## config.mk

```make
export PLATFORM = sky130hd
export DESIGN_NAME = ipsel_top
export DESIGN_NICKNAME = d
export VERILOG_FILES = /design/src/logic/ipsel_pkg.sv /design/src/logic/ipsel_top.sv
export SDC_FILE = /design/constraint.sdc
export NUM_CORES = 1
export LEC_CHECK = 0
export ABC_AREA = 1
export BUFFER_PORTS_ARGS = -buffer_cell sky130_fd_sc_hd__buf_2
export CORE_UTILIZATION = 45
export CTS_CLUSTER_DIAMETER = 50
export DETAILED_ROUTE_END_ITERATION = 6
export PLACE_DENSITY = 0.76
export SLEW_MARGIN = 20
export SYNTH_ARGS = -nofsm -noshare
export SYNTH_HDL_FRONTEND = slang
export SYNTH_SLANG_ARGS = --single-unit
```

## constraint.sdc

```tcl
create_clock -name clk_sys -period 2.3 [get_ports clk_sys]
set_clock_uncertainty 0.1 [all_clocks]
set_input_delay 0.345 -clock clk_sys [delete_from_list [all_inputs] [get_ports clk_sys]]
set_output_delay 0.345 -clock clk_sys [all_outputs]
set_load 0.005 [all_outputs]
```

## src/logic/ipsel_pkg.sv

```systemverilog
// package: register map, field layouts, timing constants and types of the interrupt pulse / pin select block
package ipsel_pkg;

  // ==========================================================
  // register offsets
  localparam logic [7:0] IPSEL_OFS_FLAG_OVF  = 8'h2a;
  localparam logic [7:0] IPSEL_OFS_FLAG_ADC  = 8'h2d;
  localparam logic [7:0] IPSEL_OFS_IRQ_A     = 8'h30;
  localparam logic [7:0] IPSEL_OFS_IRQ_B     = 8'h31;
  localparam logic [7:0] IPSEL_OFS_RSVD      = 8'h32;
  localparam logic [7:0] IPSEL_OFS_PIN       = 8'h33;

  // ==========================================================
  // reset values
  localparam logic [7:0] IPSEL_RST_IRQ_CTRL  = 8'h00;
  localparam logic [7:0] IPSEL_RST_PIN_CTRL  = 8'h00;

  // ==========================================================
  // pin function codes
  localparam logic [3:0] IPSEL_FN_OFF        = 4'h0;
  localparam logic [3:0] IPSEL_FN_IN         = 4'h1;
  localparam logic [3:0] IPSEL_FN_GPI        = 4'h2;
  localparam logic [3:0] IPSEL_FN_GPO        = 4'h3;
  localparam logic [3:0] IPSEL_FN_CLKDIV     = 4'h4;
  localparam logic [3:0] IPSEL_FN_IRQ_A      = 4'h5;
  localparam logic [3:0] IPSEL_FN_IRQ_B      = 4'h6;
  localparam logic [3:0] IPSEL_FN_SEC_BCLK   = 4'h8;
  localparam logic [3:0] IPSEL_FN_SEC_WCLK   = 4'h9;
  localparam logic [3:0] IPSEL_FN_MOD_CLK    = 4'ha;

  // ==========================================================
  // timing
  localparam int IPSEL_CLK_MHZ        = 250;
  localparam int IPSEL_PULSE_US       = 2000;
  localparam int IPSEL_PERIOD_US      = 4000;
  localparam int IPSEL_PULSE_CYC_DEF  = IPSEL_PULSE_US * IPSEL_CLK_MHZ;
  localparam int IPSEL_PERIOD_CYC_DEF = IPSEL_PERIOD_US * IPSEL_CLK_MHZ;
  localparam int IPSEL_CNT_W          = 20;

  // ==========================================================
  // types
  typedef struct packed {
    logic [2:0] rsvd_hi;
    logic       agc_en;
    logic       rsvd_lo;
    logic       eng_en;
    logic       data_en;
    logic       repeat_en;
  } ipsel_irq_ctrl_t;

  typedef struct packed {
    logic [1:0] rsvd;
    logic [3:0] func;
    logic       in_val;
    logic       out_val;
  } ipsel_pin_ctrl_t;

  typedef struct packed {
    logic agc;
    logic eng;
    logic data;
  } ipsel_evt_t;

  typedef enum logic [1:0] {
    IPSEL_IDLE,
    IPSEL_HIGH,
    IPSEL_LOW
  } ipsel_pulse_st_t;

endpackage

```

## src/logic/ipsel_top.sv

```systemverilog
// design: two interrupt pulse generators and the microphone clock pin function select
//
// Operation
// - agc noise source gated by D4
// - engine and overflow sources gated by D2
// - data-available source gated by D1
// - D0 low gives one 2 ms pulse
// - D0 high repeats pulses until flag read
// - second output has identical own control
// - code 0000 powers down both pin buffers
// - code 0001 makes pin the secondary input (sec_pin_in)
// - code 0010 makes pin a general-purpose input
// - D1 returns sampled pin input level
// - code 0011 drives D0 onto pin
// - code 0100 drives divided clock out
// - codes 0101/0110 drive interrupt outputs a/b
// - codes 1000/1001 drive secondary bit/word clocks
// - code 1010 drives modulator clock out
// - sticky flags clear on read, set anew
`timescale 1ns/100ps

module ipsel_top
  import ipsel_pkg::*;
#(
  parameter int PULSE_CYC  = IPSEL_PULSE_CYC_DEF,
  parameter int PERIOD_CYC = IPSEL_PERIOD_CYC_DEF
) (
  input  wire logic       clk_sys,
  input  wire logic       srst,
  input  wire logic [7:0] reg_addr,
  input  wire logic       reg_wr,
  input  wire logic       reg_rd,
  input  wire logic [7:0] reg_wdata,
  output logic      [7:0] reg_rdata,
  input  wire ipsel_evt_t evt,
  output ipsel_evt_t      evt_pending,
  input  wire logic       divided_clock_out,
  input  wire logic       sec_bclk_out,
  input  wire logic       sec_wclk_out,
  input  wire logic       modulator_clock,
  input  wire logic       mic_clock_pin_i,
  output logic            mic_clock_pin_o,
  output logic            mic_clock_pin_oe_n,
  output logic            mic_clock_pin_ie,
  output logic            irq_out_a,
  output logic            irq_out_b,
  output logic            sec_pin_in,
  output logic            general_input
);

  localparam logic [IPSEL_CNT_W-1:0] PULSE_LAST  = IPSEL_CNT_W'(PULSE_CYC - 1);
  localparam logic [IPSEL_CNT_W-1:0] PERIOD_LAST = IPSEL_CNT_W'(PERIOD_CYC - 1);

  // ==========================================================
  // helpers
  function automatic logic grp_hit(input ipsel_irq_ctrl_t c, input ipsel_evt_t e);
    grp_hit = (c.agc_en & e.agc) | (c.eng_en & e.eng) | (c.data_en & e.data);
  endfunction

  function automatic logic [7:0] irq_ctrl_wr(input logic [7:0] w);
    ipsel_irq_ctrl_t c;
    c           = ipsel_irq_ctrl_t'(w);
    c.rsvd_hi   = 3'h0;
    c.rsvd_lo   = 1'b0;
    irq_ctrl_wr = 8'(c);
  endfunction

  // ==========================================================
  // register port decode
  ipsel_irq_ctrl_t ctrl_q [2];
  ipsel_pin_ctrl_t pin_q;
  logic            level_q;
  logic [7:0]      rdata_d;

  wire logic wr_a     = reg_wr && (reg_addr == IPSEL_OFS_IRQ_A);
  wire logic wr_b     = reg_wr && (reg_addr == IPSEL_OFS_IRQ_B);
  wire logic wr_pin   = reg_wr && (reg_addr == IPSEL_OFS_PIN);
  wire logic flag_rd  = reg_rd && ((reg_addr == IPSEL_OFS_FLAG_OVF) || (reg_addr == IPSEL_OFS_FLAG_ADC));

  wire logic [7:0] pin_rd = {2'b00, pin_q.func, level_q, pin_q.out_val};

  // reserved slot and unmapped offsets read as zero; their writes are dropped
  assign rdata_d = (reg_addr == IPSEL_OFS_IRQ_A) ? 8'(ctrl_q[0]) :
                   (reg_addr == IPSEL_OFS_IRQ_B) ? 8'(ctrl_q[1]) :
                   (reg_addr == IPSEL_OFS_PIN)   ? pin_rd : 8'h00;

  // ==========================================================
  // control registers
  // independent control per output
  always_ff @(posedge clk_sys) begin
    if (srst) begin
      ctrl_q[0] <= ipsel_irq_ctrl_t'(IPSEL_RST_IRQ_CTRL);
      ctrl_q[1] <= ipsel_irq_ctrl_t'(IPSEL_RST_IRQ_CTRL);
      pin_q     <= ipsel_pin_ctrl_t'(IPSEL_RST_PIN_CTRL);
      reg_rdata <= 8'h00;
    end else begin
      if (wr_a) begin
        ctrl_q[0] <= ipsel_irq_ctrl_t'(irq_ctrl_wr(reg_wdata));
      end
      if (wr_b) begin
        ctrl_q[1] <= ipsel_irq_ctrl_t'(irq_ctrl_wr(reg_wdata));
      end
      // reserved and read-only bits are not stored, so a stray write cannot stick
      if (wr_pin) begin
        pin_q <= ipsel_pin_ctrl_t'({2'b00, reg_wdata[5:2], 1'b0, reg_wdata[0]});
      end
      if (reg_rd) begin
        reg_rdata <= rdata_d;
      end
    end
  end

  // ==========================================================
  // sticky event record
  ipsel_evt_t pend_q;

  always_ff @(posedge clk_sys) begin
    if (srst) begin
      pend_q <= '0;
    end else if (flag_rd) begin
      pend_q <= evt;
    end else begin
      pend_q <= pend_q | evt;
    end
  end

  assign evt_pending = pend_q;

  // ==========================================================
  // pulse generators
  ipsel_pulse_st_t         st_q  [2];
  logic [IPSEL_CNT_W-1:0]  cnt_q [2];
  logic [1:0]              trig;
  logic [1:0]              irq;

  for (genvar i = 0; i < 2; i++) begin : g_pulse
    wire logic             rep    = ctrl_q[i].repeat_en;
    wire logic             stop   = flag_rd && rep;
    wire logic [IPSEL_CNT_W-1:0] cnt_inc = cnt_q[i] + IPSEL_CNT_W'(1);

    assign trig[i] = grp_hit(ctrl_q[i], evt);
    assign irq[i]  = (st_q[i] == IPSEL_HIGH);

    always_ff @(posedge clk_sys) begin
      if (srst) begin
        st_q[i]  <= IPSEL_IDLE;
        cnt_q[i] <= '0;
      end else if (trig[i]) begin
        st_q[i]  <= IPSEL_HIGH;
        cnt_q[i] <= '0;
      end else begin
        unique case (st_q[i])
          IPSEL_IDLE: begin
            cnt_q[i] <= '0;
          end
          IPSEL_HIGH: begin
            if (stop) begin
              st_q[i]  <= IPSEL_IDLE;
              cnt_q[i] <= '0;
            end else begin
              if (cnt_q[i] == PULSE_LAST) begin
                st_q[i] <= IPSEL_LOW;
              end
              cnt_q[i] <= cnt_inc;
            end
          end
          IPSEL_LOW: begin
            if (stop) begin
              st_q[i]  <= IPSEL_IDLE;
              cnt_q[i] <= '0;
            end else if (cnt_q[i] == PERIOD_LAST) begin
              st_q[i]  <= rep ? IPSEL_HIGH : IPSEL_IDLE;
              cnt_q[i] <= '0;
            end else begin
              cnt_q[i] <= cnt_inc;
            end
          end
        endcase
      end
    end

    // rise only from a trigger or a repeat
    irq_rise_cause_a: assert property (@(posedge clk_sys) disable iff (srst)
      $rose(irq[i]) |-> $past(trig[i]) || ($past(st_q[i]) == IPSEL_LOW && $past(rep)))
      else $error("interrupt rose without cause");

    agc_mask_a: assert property (@(posedge clk_sys) disable iff (srst)
      (st_q[i] == IPSEL_IDLE && !ctrl_q[i].agc_en && evt == 3'b100) |=> st_q[i] == IPSEL_IDLE)
      else $error("masked agc event started a pulse");

    eng_mask_a: assert property (@(posedge clk_sys) disable iff (srst)
      (st_q[i] == IPSEL_IDLE && !ctrl_q[i].eng_en && evt == 3'b010) |=> st_q[i] == IPSEL_IDLE)
      else $error("masked engine event started a pulse");

    data_start_a: assert property (@(posedge clk_sys) disable iff (srst)
      (ctrl_q[i].data_en && evt.data) |=> irq[i] && cnt_q[i] == '0)
      else $error("enabled data event did not start a pulse");

    pulse_width_a: assert property (@(posedge clk_sys) disable iff (srst)
      $fell(irq[i]) && !$past(stop) |-> $past(cnt_q[i]) == PULSE_LAST)
      else $error("pulse width wrong");

    train_repeat_a: assert property (@(posedge clk_sys) disable iff (srst)
      (st_q[i] == IPSEL_LOW && cnt_q[i] == PERIOD_LAST && rep && !flag_rd) |=> irq[i] ##1 irq[i])
      else $error("repeat pulse missing");

    train_stop_a: assert property (@(posedge clk_sys) disable iff (srst)
      (stop && !trig[i] && st_q[i] != IPSEL_IDLE) |=> st_q[i] == IPSEL_IDLE [*2])
      else $error("flag read did not end train");

    single_end_a: assert property (@(posedge clk_sys) disable iff (srst)
      (st_q[i] == IPSEL_LOW && cnt_q[i] == PERIOD_LAST && !rep && !trig[i]) |=> st_q[i] == IPSEL_IDLE)
      else $error("single pulse repeated");
  end

  assign irq_out_a = irq[0];
  assign irq_out_b = irq[1];

  // ==========================================================
  // pin input sampling
  logic [2:0] sync_q;

  // level changes only once the last two stages agree
  always_ff @(posedge clk_sys) begin
    if (srst) begin
      sync_q  <= 3'h0;
      level_q <= 1'b0;
    end else begin
      sync_q <= {sync_q[1:0], mic_clock_pin_i};
      if (sync_q[2] == sync_q[1]) begin
        level_q <= sync_q[2];
      end
    end
  end

  // ==========================================================
  // pin function select
  wire logic [3:0] fn = pin_q.func;

  // input buffer powered only for input codes
  wire logic ie_d = (fn == IPSEL_FN_IN) || (fn == IPSEL_FN_GPI);

  wire logic drive_d = (fn == IPSEL_FN_GPO) || (fn == IPSEL_FN_CLKDIV) || (fn == IPSEL_FN_IRQ_A)
                       || (fn == IPSEL_FN_IRQ_B) || (fn == IPSEL_FN_SEC_BCLK)
                       || (fn == IPSEL_FN_SEC_WCLK) || (fn == IPSEL_FN_MOD_CLK);

  wire logic out_d = (fn == IPSEL_FN_GPO)      ? pin_q.out_val     :
                     (fn == IPSEL_FN_CLKDIV)   ? divided_clock_out :
                     (fn == IPSEL_FN_IRQ_A)    ? irq[0]            :
                     (fn == IPSEL_FN_IRQ_B)    ? irq[1]            :
                     (fn == IPSEL_FN_SEC_BCLK) ? sec_bclk_out      :
                     (fn == IPSEL_FN_SEC_WCLK) ? sec_wclk_out      :
                     (fn == IPSEL_FN_MOD_CLK)  ? modulator_clock   : 1'b0;

  // registered pin: clocks forwarded this way are resampled at 250 MHz
  always_ff @(posedge clk_sys) begin
    if (srst) begin
      mic_clock_pin_o    <= 1'b0;
      mic_clock_pin_oe_n <= 1'b1;
      mic_clock_pin_ie   <= 1'b0;
      sec_pin_in         <= 1'b0;
      general_input      <= 1'b0;
    end else begin
      mic_clock_pin_o    <= drive_d ? out_d : 1'b0;
      mic_clock_pin_oe_n <= !drive_d;
      mic_clock_pin_ie   <= ie_d;
      sec_pin_in         <= (fn == IPSEL_FN_IN) && level_q;
      general_input      <= (fn == IPSEL_FN_GPI) && level_q;
    end
  end

  pin_off_a: assert property (@(posedge clk_sys) disable iff (srst)
    (fn == IPSEL_FN_OFF && $past(fn) == IPSEL_FN_OFF) |=> mic_clock_pin_oe_n && !mic_clock_pin_ie)
    else $error("disabled pin still has a buffer on");

  gpo_level_a: assert property (@(posedge clk_sys) disable iff (srst)
    (fn == IPSEL_FN_GPO) |=> !mic_clock_pin_oe_n && mic_clock_pin_o == $past(pin_q.out_val))
    else $error("gpo level wrong");

  pin_irq_a: assert property (@(posedge clk_sys) disable iff (srst)
    (fn == IPSEL_FN_IRQ_A) |=> mic_clock_pin_o == $past(irq[0]))
    else $error("pin does not carry interrupt a");

  level_read_a: assert property (@(posedge clk_sys) disable iff (srst)
    (reg_rd && reg_addr == IPSEL_OFS_PIN) |=> reg_rdata[1] == $past(level_q))
    else $error("pin level readback wrong");

  sticky_clear_a: assert property (@(posedge clk_sys) disable iff (srst)
    (flag_rd && evt == 3'b000) |=> evt_pending == 3'b000)
    else $error("sticky flags not cleared by read");

endmodule
```

==> results of run 1 <==
-- worst max path at each step --
stage,to,slack (ns)
after floorplan,cnt_q[0][0],0.26
after global placement,cnt_q[0][19],0.38
after detailed placement,cnt_q[0][18],0.34
after CTS,cnt_q[0][17],0.32
after global routing,cnt_q[0][8],0.16
final,cnt_q[0][17],0.32
-- logic make-up after synthesis --
kind of cell / count (synthesis) / synth area share, %
AO/OA/AOI/OAI: 35 / 4.52
other: 1 / 0.0868
XOR/XNOR: 24 / 4.87
AND/OR/NAND/NOR: 344 / 34.8
adder cells (fa/ha/maj): 2 / 0.579
flip-flops: 75 / 46.8
buffers and inverters: 82 / 8.29
-- per-stage QoR --
| step | cell area, sq um | power, uW | std cells | hold WS, ns | setup slack (ns) |
|---|---|---|---|---|---|
| 6_report | 4880 | 2860 | 747 | 0.111 | 0.322 |
| 3_5_place_dp | 4680 | 1860 | 731 | 0.326 | 0.344 |
| 3_3_place_gp | 4680 | 1850 | 731 | 0.320 | 0.385 |
| 4_1_cts | 4880 | 2890 | 747 | 0.0900 | 0.322 |
| 5_1_grt | 4880 | 3000 | 747 | 0.113 | 0.165 |
| 2_1_floorplan | 4320 | 1770 | 564 | 0.288 | 0.263 |
-- where the power goes --
group,internal (uW),switching (uW)
registers,1510,64.4
clock network,556,470
logic,95.3,161
-- critical path, stage by stage (launching register included) --
cell,delay [ns]
edfxtp_1,0.38
ha_1,0.25
nand3_2,0.17
nor2_4,0.16
nand3_2,0.13
nand2_1,0.10
a21oi_1,0.09
nand2_1,0.11
buf_12,0.17
-- sequential cells by signal (all words and copies together), names as in the netlist --
| name | cells |
|---|---|
| pin_q | 1 |
| general_input | 1 |
| cnt_q | 40 |
| st_q | 4 |
| sec_pin_in | 1 |
| mic_clock_pin_o | 1 |
| level_q | 1 |
| mic_clock_pin_ie | 1 |
| sync_q | 3 |
| evt_pending | 3 |
| mic_clock_pin_oe_n | 1 |
| ctrl_q | 8 |
| fn | 4 |
| reg_rdata | 6 |
-- area by class of cell --
| type | instances | area [sq um] | share of cell area, % |
|---|---|---|---|
| flip-flops and latches | 75 | 2020 | 41.4 |
| clock inverters | 2 | 12.5 | 0.256 |
| well taps | 129 | 161 | 3.30 |
| multi-input cells | 407 | 1940 | 39.8 |
| clock buffers | 14 | 195 | 4.00 |
| inverters | 71 | 274 | 5.61 |
| repair buffers | 49 | 278 | 5.69 |
-- synthesized netlist by cell type (4+ instances only) --
cell type,instances
xor2_1,20
nand3_1,45
nand2_1,138
buf_4,5
inv_1,67
a21oi_1,14
clkbuf_1,4
dfxtp_1,23
o21ai_0,12
nand4_1,14
nor2_2,14
nor3_1,8
xnor2_1,4
nor2_1,114
edfxtp_1,52
-- per-layer routing --
metal	part of all wire, %	vias up	track usage [%]
met5	0	-	0
met4	0.97	0	6.45
met3	2.9	6	3.97
met2	49	62	33.3
met1	47	1684	24.3
li1	-	1901	-
==> Flow_metrics.wiki, run 1 <==
{| class="wikitable"
! Metric !! Value
|-
| Largest fanout on the critical path || 20
|-
| Register bit total from synthesis || 75
|-
| Cell accounting for the most synthesized area || edfxtp_1
|-
| Fill cell count || 917
|-
| Kind of critical path || reg -> reg
|-
| VDD IR max || 0.441 mV
|-
| Worst hold endpoint || sync_q[0]
|-
| Share of Yosys cell area claimed by the top area cell type || 36.2%
|-
| Minimum setup slack among reg-to-reg paths || 0.32 ns
|-
| Count of vias placed by the detailed router || 3653
|-
| Total clock buffers created by CTS || 9
|-
| Buffer levels on the longest clock path || 2
|-
| Final weighted congestion in routability-driven placement || 0.868
|-
| Tmin final || 1.98 ns
|-
| Wire length per cell || 11.7 microns
|-
| Synthesis warning total || 0
|-
| Top area cells in the synthesized netlist || edfxtp_1, nand2_1, dfxtp_1, nor2_1, inv_1
|-
| Dominant synthesized flop cell || edfxtp_1
|-
| Die width || 100 microns
|-
| Area of the core || 9280 sq um
|-
| Syn Std Cell Area || 4320 sq um
|-
| Power per unit of standard cell area || 585 nW/um^2
|-
| FF-to-FF Start || cnt_q[0][0]
|-
| Number of rows created at floorplan || 35
|-
| Quantity of I/O buffers inserted on ports || 41
|-
| Maximum operating frequency || 505 MHz
|-
| Startpoint type of the worst setup path || register
|-
| Number of instances in the synthesized netlist || 563
|-
| Fraction of the yosys area taken by sequential cells || 46.8%
|-
| Number of antenna repair diodes || 0
|-
| DR DRC count || 0
|-
| Pins over their slew limit || 0
|-
| Period Utilization, post-route || 86.0%
|-
| Hold Path Class || in -> reg
|-
| Top-level I/O count || 46
|-
| Via count of the first global-routing pass || 3544
|-
| Total detailed-routing wirelength || 8.73 mm
|-
| Post-CTS Hold Fix Bufs || 0
|-
| Growth of design area from synthesis to finish || 13.1%
|-
| Average cell area after synthesis || 7.67 sq um
|-
| Setup repair after global routing missed its margin || false
|-
| Ratio of routed vias to standard cells || 4.89
|-
| Net count of the finished layout || 643
|-
| Pin count of the biggest net entering global routing || 21
|-
| Worst setup path start || cnt_q[0][0]
|-
| Count of different cell masters after synthesis || 33
|-
| Number of antenna violations at the first check in global routing || 0
|-
| Final Setup Violations || 0
|-
| Starting Density || 46.5%
|-
| Number of gates resized after cts || 0
|-
| Half-perimeter wire length of the detailed placement result || 6.68 mm
|-
| Run status || finished clean
|-
| Pre-antenna DRT Iters || 4
|-
| Share of layout cells above drive strength 1 || 15.0%
|-
| Final Hold Viols || 0
|-
| Reported leakage power || 0.00202 uW
|-
| Startpoint of the most critical hold path || mic_clock_pin_i
|-
| Reg-to-reg endpoint || cnt_q[0][17]
|-
| Remaining global-route overflow || 0
|-
| Share of the core filled with cells in the final layout || 52.6%
|-
| Clock root cell || clkbuf_8
|-
| Area of the die || 9990 sq um
|-
| Clock insertion delay at the later pin of the skew report || 0.33 ns
|-
| Clock sink total || 75
|-
| Data required time at the worst endpoint || 2.24 ns
|-
| Antenna Violating Nets Remaining || 0
|-
| FFs w/ async S/R, synth || 0%
|-
| Type of destination of the critical path || register
|-
| First-pass GRT wire length || 15.4 mm
|-
| Clock transition at path regs || 0.08 ns
|-
| Number of post-CTS setup repair buffers || 0
|-
| Hold path depth || 3
|-
| Final total negative setup slack || 0 ns
|-
| Arr. time, crit path || 1.92 ns
|-
| GRT Total Usage || 19.4%
|-
| Count of flip-flops with a built-in enable after synthesis || 52
|-
| CTS tree || built
|-
| Starting DRC count in detailed routing || 228
|-
| Depth of the most critical reg-to-reg path || 8
|-
| Leading cell type in the layout, fill and taps excluded || nand2_1
|-
| Die H || 100 microns
|-
| Max-cap viol count || 0
|-
| H-tree depth || 3
|-
| Most frequent cells in the layout || nand2_1, nor2_1, inv_1
|}
Power figures use the tool's default switching activity.
==> run 2, diff against run 1 <==
--- a/config.mk
+++ b/config.mk
@@ -9,6 +9,6 @@
 export BUFFER_PORTS_ARGS = -buffer_cell sky130_fd_sc_hd__buf_2
-export CORE_UTILIZATION = 45
+export CORE_UTILIZATION = 50
 export CTS_CLUSTER_DIAMETER = 50
 export DETAILED_ROUTE_END_ITERATION = 6
-export PLACE_DENSITY = 0.76
+export PLACE_DENSITY = 0.82
 export SLEW_MARGIN = 20
==> constraint.sdc (replaced) <==
create_clock -name clk_sys -period 2.3 [get_ports clk_sys]
set_clock_uncertainty 0.1 [all_clocks]
set_input_delay 0.23 -clock clk_sys [delete_from_list [all_inputs] [get_ports clk_sys]]
set_output_delay 0.23 -clock clk_sys [all_outputs]
set_load 0.005 [all_outputs]
==> run 2 against run 1 <==
  * Register-to-register slack improved by 0.02 ns
  * Clock power down 3%
  * Sequential cell count unchanged
  * Sequential share of layout area increased by 0.52 points
  * Wire length is 5.1% higher
  * Die area is 9.8% lower
  * Core utilization rose by 5.5 points
  * Clock-buffer cell count decreased by 5
  * Non-clock buffer count is 2 lower
  * Critical path type is now in -> reg
==> Flow_metrics.wiki, run 2 (same netlist as run 1, synthesis figures left out) <==
{| class="wikitable"
! Metric !! Value
|-
| Clock root cell || clkbuf_8 (unchanged)
|-
| Count of vias placed by the detailed router || 3821 (was 3653)
|-
| Clock sink total || 75 (unchanged)
|-
| Final Hold Viols || 0 (unchanged)
|-
| Pin count of the biggest net entering global routing || 21 (unchanged)
|-
| Reported leakage power || 0.00200 uW (was 0.00202 uW)
|-
| Register with the most flip-flops || cnt_q (unchanged)
|-
| Pre-antenna DRT Iters || 5 (was 4)
|-
| Die width || 94.9 microns (was 100 microns)
|-
| Arr. time, crit path || 1.91 ns (was 1.92 ns)
|-
| Type of destination of the critical path || register (unchanged)
|-
| Final non-filler cell area || 4820 sq um (was 4880 sq um)
|-
| Final weighted congestion in routability-driven placement || 0.883 (was 0.868)
|-
| Starting DRC count in detailed routing || 213 (was 228)
|-
| Period Utilization, post-route || 86.2% (was 86.0%)
|-
| Overall power consumption || 2830 uW (was 2860 uW)
|-
| Final Setup Violations || 0 (unchanged)
|-
| Quantity of I/O buffers inserted on ports || 41 (unchanged)
|-
| Max-cap viol count || 0 (unchanged)
|-
| Maximum operating frequency || 504 MHz (was 505 MHz)
|-
| Run status || finished clean (unchanged)
|-
| Share of total power in the clock network || 35.2% (was 35.9%)
|-
| Area of the core || 8300 sq um (was 9280 sq um)
|-
| Number of antenna violations at the first check in global routing || 0 (unchanged)
|-
| Final total negative setup slack || 0 ns (unchanged)
|-
| CTS tree || built (unchanged)
|-
| Total buffers and inverters traversed by the critical path || 3 (was 1)
|-
| VDD IR max || 0.341 mV (was 0.441 mV)
|-
| Startpoint type of the worst setup path || input port (was register)
|-
| Total net switching power || 803 uW (was 695 uW)
|-
| Tmin final || 1.98 ns (about the same)
|-
| DR DRC count || 0 (unchanged)
|-
| Setup repair after global routing missed its margin || false (unchanged)
|-
| Largest regs || cnt_q x40, ctrl_q x8, reg_rdata x6 (unchanged)
|-
| Number of antenna repair diodes || 0 (unchanged)
|-
| Starting Density || 52.0% (was 46.5%)
|-
| Buffer levels on the longest clock path || 2 (unchanged)
|-
| Internal power contribution || 2030 uW (was 2160 uW)
|-
| Largest fanout on the critical path || 20 (unchanged)
|-
| Dominant delay contributor by cell family on the critical path || buffers and inverters (was simple AND/OR/NAND/NOR gates)
|-
| Power per unit of standard cell area || 587 nW/um^2 (was 585 nW/um^2)
|-
| Kind of critical path || in -> reg (was reg -> reg)
|-
| Share of layout cells above drive strength 1 || 14.8% (was 15.0%)
|-
| Leading cell type in the layout, fill and taps excluded || nand2_1 (unchanged)
|-
| Worst-path cell chain || dlygate4sd3_1 -> buf_2 -> nand2_1 -> nand3_1 -> a21oi_2 -> nand3_1 -> nand3_1 -> buf_4 (was ha_1 -> nand3_2 -> nor2_4 -> nand3_2 -> nand2_1 -> a21oi_1 -> nand2_1 -> buf_12)
|-
| Area of the die || 9010 sq um (was 9990 sq um)
|-
| Fill cell count || 739 (was 917)
|-
| GRT Total Usage || 21.7% (was 19.4%)
|-
| Measured slew at the worst slew-check pin || 0.764 ns
|-
| Clock insertion delay at the later pin of the skew report || 0.36 ns (was 0.33 ns)
|-
| CP dominant cell by count || nand3_1
|-
| Hold Path Class || in -> reg (unchanged)
|-
| First-pass GRT wire length || 15.2 mm (was 15.4 mm)
|-
| Switching fraction of total power || 28.4% (was 24.3%)
|-
| Data required time at the worst endpoint || 2.23 ns (was 2.24 ns)
|-
| Post-place instance area || 4620 sq um (was 4680 sq um)
|-
| Largest register FFs || 40 (unchanged)
|-
| Via count of the first global-routing pass || 3498 (was 3544)
|-
| H-tree depth || 3 (unchanged)
|-
| Growth of design area from synthesis to finish || 11.7% (was 13.1%)
|-
| Remaining global-route overflow || 0 (unchanged)
|-
| Total clock buffers created by CTS || 9 (unchanged)
|-
| Portion of total power attributed to combinational logic || 9.1% (was 9.0%)
|-
| Maximum cell stage delay along the critical path || 0.53 ns (was 0.38 ns)
|-
| Wire length per cell || 12.7 microns (was 11.7 microns)
|-
| Net count of the finished layout || 641 (was 643)
|-
| Half-perimeter wire length of the detailed placement result || 6.81 mm (was 6.68 mm)
|-
| Ratio of routed vias to standard cells || 5.30 (was 4.89)
|-
| Clock transition at path regs || 0.08 ns (about the same)
|-
| Die H || 94.9 microns (was 100 microns)
|-
| Number of rows created at floorplan || 33 (was 35)
|-
| Critical-path cell with the highest stage delay || dlygate4sd3_1 (was edfxtp_1)
|-
| Antenna Violating Nets Remaining || 0 (unchanged)
|-
| Headroom to the max-slew limit || 48.6%
|-
| Pins over their slew limit || 0 (unchanged)
|-
| Total detailed-routing wirelength || 9.17 mm (was 8.73 mm)
|-
| Top-level I/O count || 46 (unchanged)
|-
| Most frequent cells in the layout || nand2_1, nor2_1, inv_1 (unchanged)
|-
| Sequential power share || 55.8% (was 55.2%)
|}
-- run 2: power groups by stage --
stage	registers (uW)	logic, uW	clock network [uW]
2_1_floorplan	1590	181	0
3_5_place_dp	1610	253	0
3_3_place_gp	1600	244	0
5_1_grt	1590	290	1070
4_1_cts	1580	257	1020
6_report	1580	257	995
-- run 2: worst register-to-register path, stage by stage, from the launching register on --
cell and delay, ns:
edfxtp_1 0.38, ha_1 0.21, nand2_1 0.11, nor3_2 0.30, nand3_1 0.19, nand3_1 0.10
buf_4 0.24, nor2_1 0.08
-- run 2: worst paths after layout --
kind	startpoint	to	slack [ns]	cells past startpoint
max	evt[1]	cnt_q[1][0]	0.32	8
min	evt[2]	evt_pending[2]	0.03	3
max reg2reg	cnt_q[1][0]	cnt_q[1][0]	0.34	7
min reg2reg	sync_q[0]	sync_q[1]	0.33	2
-- run 2: cell type report --
| type | count | area (sq um) | area share, % |
|---|---|---|---|
| multi-input combinational | 407 | 1940 | 40.2 |
| clock inverter | 7 | 63.8 | 1.32 |
| clock buffer | 9 | 124 | 2.57 |
| tap | 105 | 131 | 2.72 |
| timing repair buffer | 47 | 268 | 5.55 |
| sequential | 75 | 2020 | 41.9 |
| inverter | 71 | 274 | 5.68 |
-- run 2: timing repair --
| item | 4_1_cts | 5_1_grt |
|---|---|---|
| endpoints found under the hold margin | 2 | 0 |
| hold buffers | 2 | 0 |
| resized for setup | 0 | 0 |
| setup buffers | 0 | 0 |
-- run 2: per-stage QoR --
stage	setup slack [ns]	utilization, %	std cells	hold WS [ns]
4_1_cts	0.338	58.1	721	0.0224
3_3_place_gp	0.418	55.6	703	0.319
6_report	0.317	58.1	721	0.0322
2_1_floorplan	0.263	-	564	0.237
5_1_grt	0.195	58.1	721	0.0436
3_5_place_dp	0.360	55.6	703	0.321
-- run 2: metal layers --
layer,share of wire (%),GRT usage [%]
met5,0,0
met4,1.3,8.84
met3,5.8,3.30
met2,49,35.9
met1,44,28.2
==> run 3, diff against run 2 <==
GPL_TIMING_DRIVEN = 0   (was unset)
==> run 3 against run 2 <==
  * Wire length down 1.1%
  * Clock power up 14%
  * Sequential power about the same
  * Clock-buffer cell count increased by 3
  * Sequential share of layout area is 0.75 points lower
  * Core utilization up 1.1 points
  * Sequential cell count is the same
  * Critical endpoint is now cnt_q[0][9]
  * Critical path type is now reg -> reg
  * Fmax fell by 2.6%
  * Combinational power grew 4%
==> Flow_metrics.wiki, run 3 (same netlist as run 1, synthesis figures left out) <==
{| class="wikitable"
! Metric !! Value
|-
| Headroom to the max-slew limit || 50.3% (was 48.6%)
|-
| Ratio of routed vias to standard cells || 5.13 (was 5.30)
|-
| Met3 usage in global routing || 4.11% (was 3.30%)
|-
| Clock sink total || 75 (unchanged)
|-
| Power per unit of standard cell area || 605 nW/um^2 (was 587 nW/um^2)
|-
| Total clock buffers created by CTS || 9 (unchanged)
|-
| Number of rows created at floorplan || 33 (unchanged)
|-
| Starting DRC count in detailed routing || 212 (was 213)
|-
| Post-place instance area || 4650 sq um (was 4620 sq um)
|-
| Max-cap viol count || 0 (unchanged)
|-
| GR met1 Demand/Resource || 27.2% (was 28.2%)
|-
| Critical-path cell with the highest stage delay || edfxtp_1 (was dlygate4sd3_1)
|-
| Area of the die || 9010 sq um (unchanged)
|-
| Tmin final || 2.04 ns (was 1.98 ns)
|-
| Final weighted congestion in routability-driven placement || 0.907 (was 0.883)
|-
| Post-layout instance count excluding filler cells || 726 (was 721)
|-
| Fill cell count || 741 (was 739)
|-
| Type of destination of the critical path || register (unchanged)
|-
| Reported leakage power || 0.00204 uW (was 0.00200 uW)
|-
| Largest register FFs || 40 (unchanged)
|-
| Via count of the first global-routing pass || 3585 (was 3498)
|-
| Period Utilization, post-route || 88.5% (was 86.2%)
|-
| First-pass GRT wire length || 15.3 mm (was 15.2 mm)
|-
| Setup repair after global routing missed its margin || false (unchanged)
|-
| Pre-CTS setup slack || -0.112 ns (was 0.360 ns)
|-
| CTS tree || built (unchanged)
|-
| Register with the most flip-flops || cnt_q (unchanged)
|-
| Area of the core || 8300 sq um (unchanged)
|-
| Share of layout cells above drive strength 1 || 15.1% (was 14.8%)
|-
| Measured slew at the worst slew-check pin || 0.739 ns (was 0.764 ns)
|-
| Number of antenna violations at the first check in global routing || 0 (unchanged)
|-
| Pins over their slew limit || 0 (unchanged)
|-
| Wire length per cell || 12.5 microns (was 12.7 microns)
|-
| Run status || finished clean (unchanged)
|-
| Share of the core filled with cells in the final layout || 59.2% (was 58.1%)
|-
| Number of antenna repair diodes || 0 (unchanged)
|-
| Buffer levels on the longest clock path || 2 (unchanged)
|-
| Quantity of I/O buffers inserted on ports || 39 (was 41)
|-
| Data required time at the worst endpoint || 2.25 ns (was 2.23 ns)
|-
| Final Setup Violations || 0 (unchanged)
|-
| Setup WS post-layout || 0.264 ns (was 0.317 ns)
|-
| Clock root cell || clkbuf_8 (unchanged)
|-
| Leading cell type in the layout, fill and taps excluded || nand2_1 (unchanged)
|-
| Hold Path Class || in -> reg (unchanged)
|-
| Clock transition at path regs || 0.09 ns (was 0.08 ns)
|-
| Die width || 94.9 microns (unchanged)
|-
| Half-perimeter wire length of the detailed placement result || 6.78 mm (was 6.81 mm)
|-
| Maximum operating frequency || 491 MHz (was 504 MHz)
|-
| H-tree depth || 3 (unchanged)
|-
| Largest fanout on the critical path || 20 (unchanged)
|-
| Pre-antenna DRT Iters || 4 (was 5)
|-
| Most frequent cells in the layout || nand2_1, nor2_1, inv_1 (unchanged)
|-
| Maximum cell stage delay along the critical path || 0.43 ns (was 0.53 ns)
|-
| Largest regs || cnt_q x40, ctrl_q x8, reg_rdata x6 (unchanged)
|-
| Number of post-CTS setup repair buffers || 0 (unchanged)
|-
| DR DRC count || 0 (unchanged)
|-
| VDD IR max || 0.423 mV (was 0.341 mV)
|-
| Final Hold Viols || 0 (unchanged)
|-
| Top-level I/O count || 46 (unchanged)
|-
| GRT Max-Usage Layer || met2 (unchanged)
|-
| Growth of design area from synthesis to finish || 13.8% (was 11.7%)
|-
| Kind of critical path || reg -> reg (was in -> reg)
|-
| Remaining global-route overflow || 0 (unchanged)
|-
| Die H || 94.9 microns (unchanged)
|-
| Met2 GRT Util || 36.6% (was 35.9%)
|-
| Net count of the finished layout || 646 (was 641)
|-
| Starting Density || 52.0% (unchanged)
|-
| GRT Total Usage || 21.9% (was 21.7%)
|-
| Antenna Violating Nets Remaining || 0 (unchanged)
|-
| Startpoint type of the worst setup path || register (was input port)
|-
| Inst Count DP || 708 (was 703)
|-
| Worst-path cell chain || ha_1 -> nand3_2 -> nor2_4 -> nand3_2 -> nand2_1 -> a21oi_1 -> nand2_4 (was dlygate4sd3_1 -> buf_2 -> nand2_1 -> nand3_1 -> a21oi_2 -> nand3_1 -> nand3_1 -> buf_4)
|-
| Count of vias placed by the detailed router || 3722 (was 3821)
|-
| Final non-filler cell area || 4910 sq um (was 4820 sq um)
|-
| Clock insertion delay at the later pin of the skew report || 0.35 ns (was 0.36 ns)
|-
| Total detailed-routing wirelength || 9.08 mm (was 9.17 mm)
|-
| CP dominant cell by count || nand3_2 (was nand3_1)
|-
| Arr. time, crit path || 1.98 ns (was 1.91 ns)
|-
| Pin count of the biggest net entering global routing || 21 (unchanged)
|}
-- run 3: changes by cell type in the layout (fill, tap and decap cells not counted), moves of 2 or more --
cell       previous run  this run
inv_8                 2         0
buf_4                 3         5
clkbuf_1              0         4
inv_6                 4         2
buf_2                41        39
clkbuf_16             0         3
-- run 3: path summary, 6_finish.rpt --
check,startpoint,to,slack (ns),cells past startpoint
worst max-delay path,cnt_q[0][0],cnt_q[0][9],0.26,7
worst min-delay path,evt[2],evt_pending[2],0.04,3
worst max register to register,cnt_q[0][0],cnt_q[0][9],0.26,7
worst min register to register,sync_q[0],sync_q[1],0.31,2
-- run 3: what timing repair did --
| item | in CTS | in global routing |
|---|---|---|
| gates resized for setup | 1 | 2 |
| hold buffers | 2 | 0 |
| hold endpoints to repair | 5 | 0 |
| pin swaps | 0 | 0 |
| cloned | 0 | 0 |
| endpoints found under the setup margin | 20 | 40 |
-- run 3: area by class of cell --
type	count	area (sq um)	area share (%)
flip-flops and latches	75	2020	41.2
clock inverters	4	32.5	0.662
clock buffers	12	199	4.05
multi-input cells	407	1950	39.8
plain buffers	11	83.8	1.71
repair buffers	41	215	4.38
well taps	105	131	2.67
inverters	71	274	5.58
-- run 3: worst max-delay path, delay by kind of cell, from the launching register on --
family	cells	cell delay (ns)
flip-flops	1	0.43
adder cells (fa/ha/maj)	1	0.29
AND/OR/NAND/NOR	5	0.63
AO/OA/AOI/OAI	1	0.28
-- run 3: stage by stage --
stage                     hold slack, ns  TNS (ns)  power (uW)
final                             0.0424         0        2970
after detailed placement           0.302     -3.10        1870
after floorplan                    0.237         0        1770
after CTS                         0.0216         0        2980
after global routing              0.0354         0        3090
after global placement             0.293    -0.907        1860
-- run 3: routing by layer --
layer	wire [microns]	part of all wire (%)
met1	4160	46
met2	4370	48
met3	330	3.6
met4	209	2.3
met5	0	0
-- run 3: report_power, final --
| group | internal (uW) | total (uW) | switching, uW |
|---|---|---|---|
| registers | 1510 | 1580 | 63.6 |
| logic | 99.1 | 266 | 167 |
| clock network | 598 | 1130 | 529 |
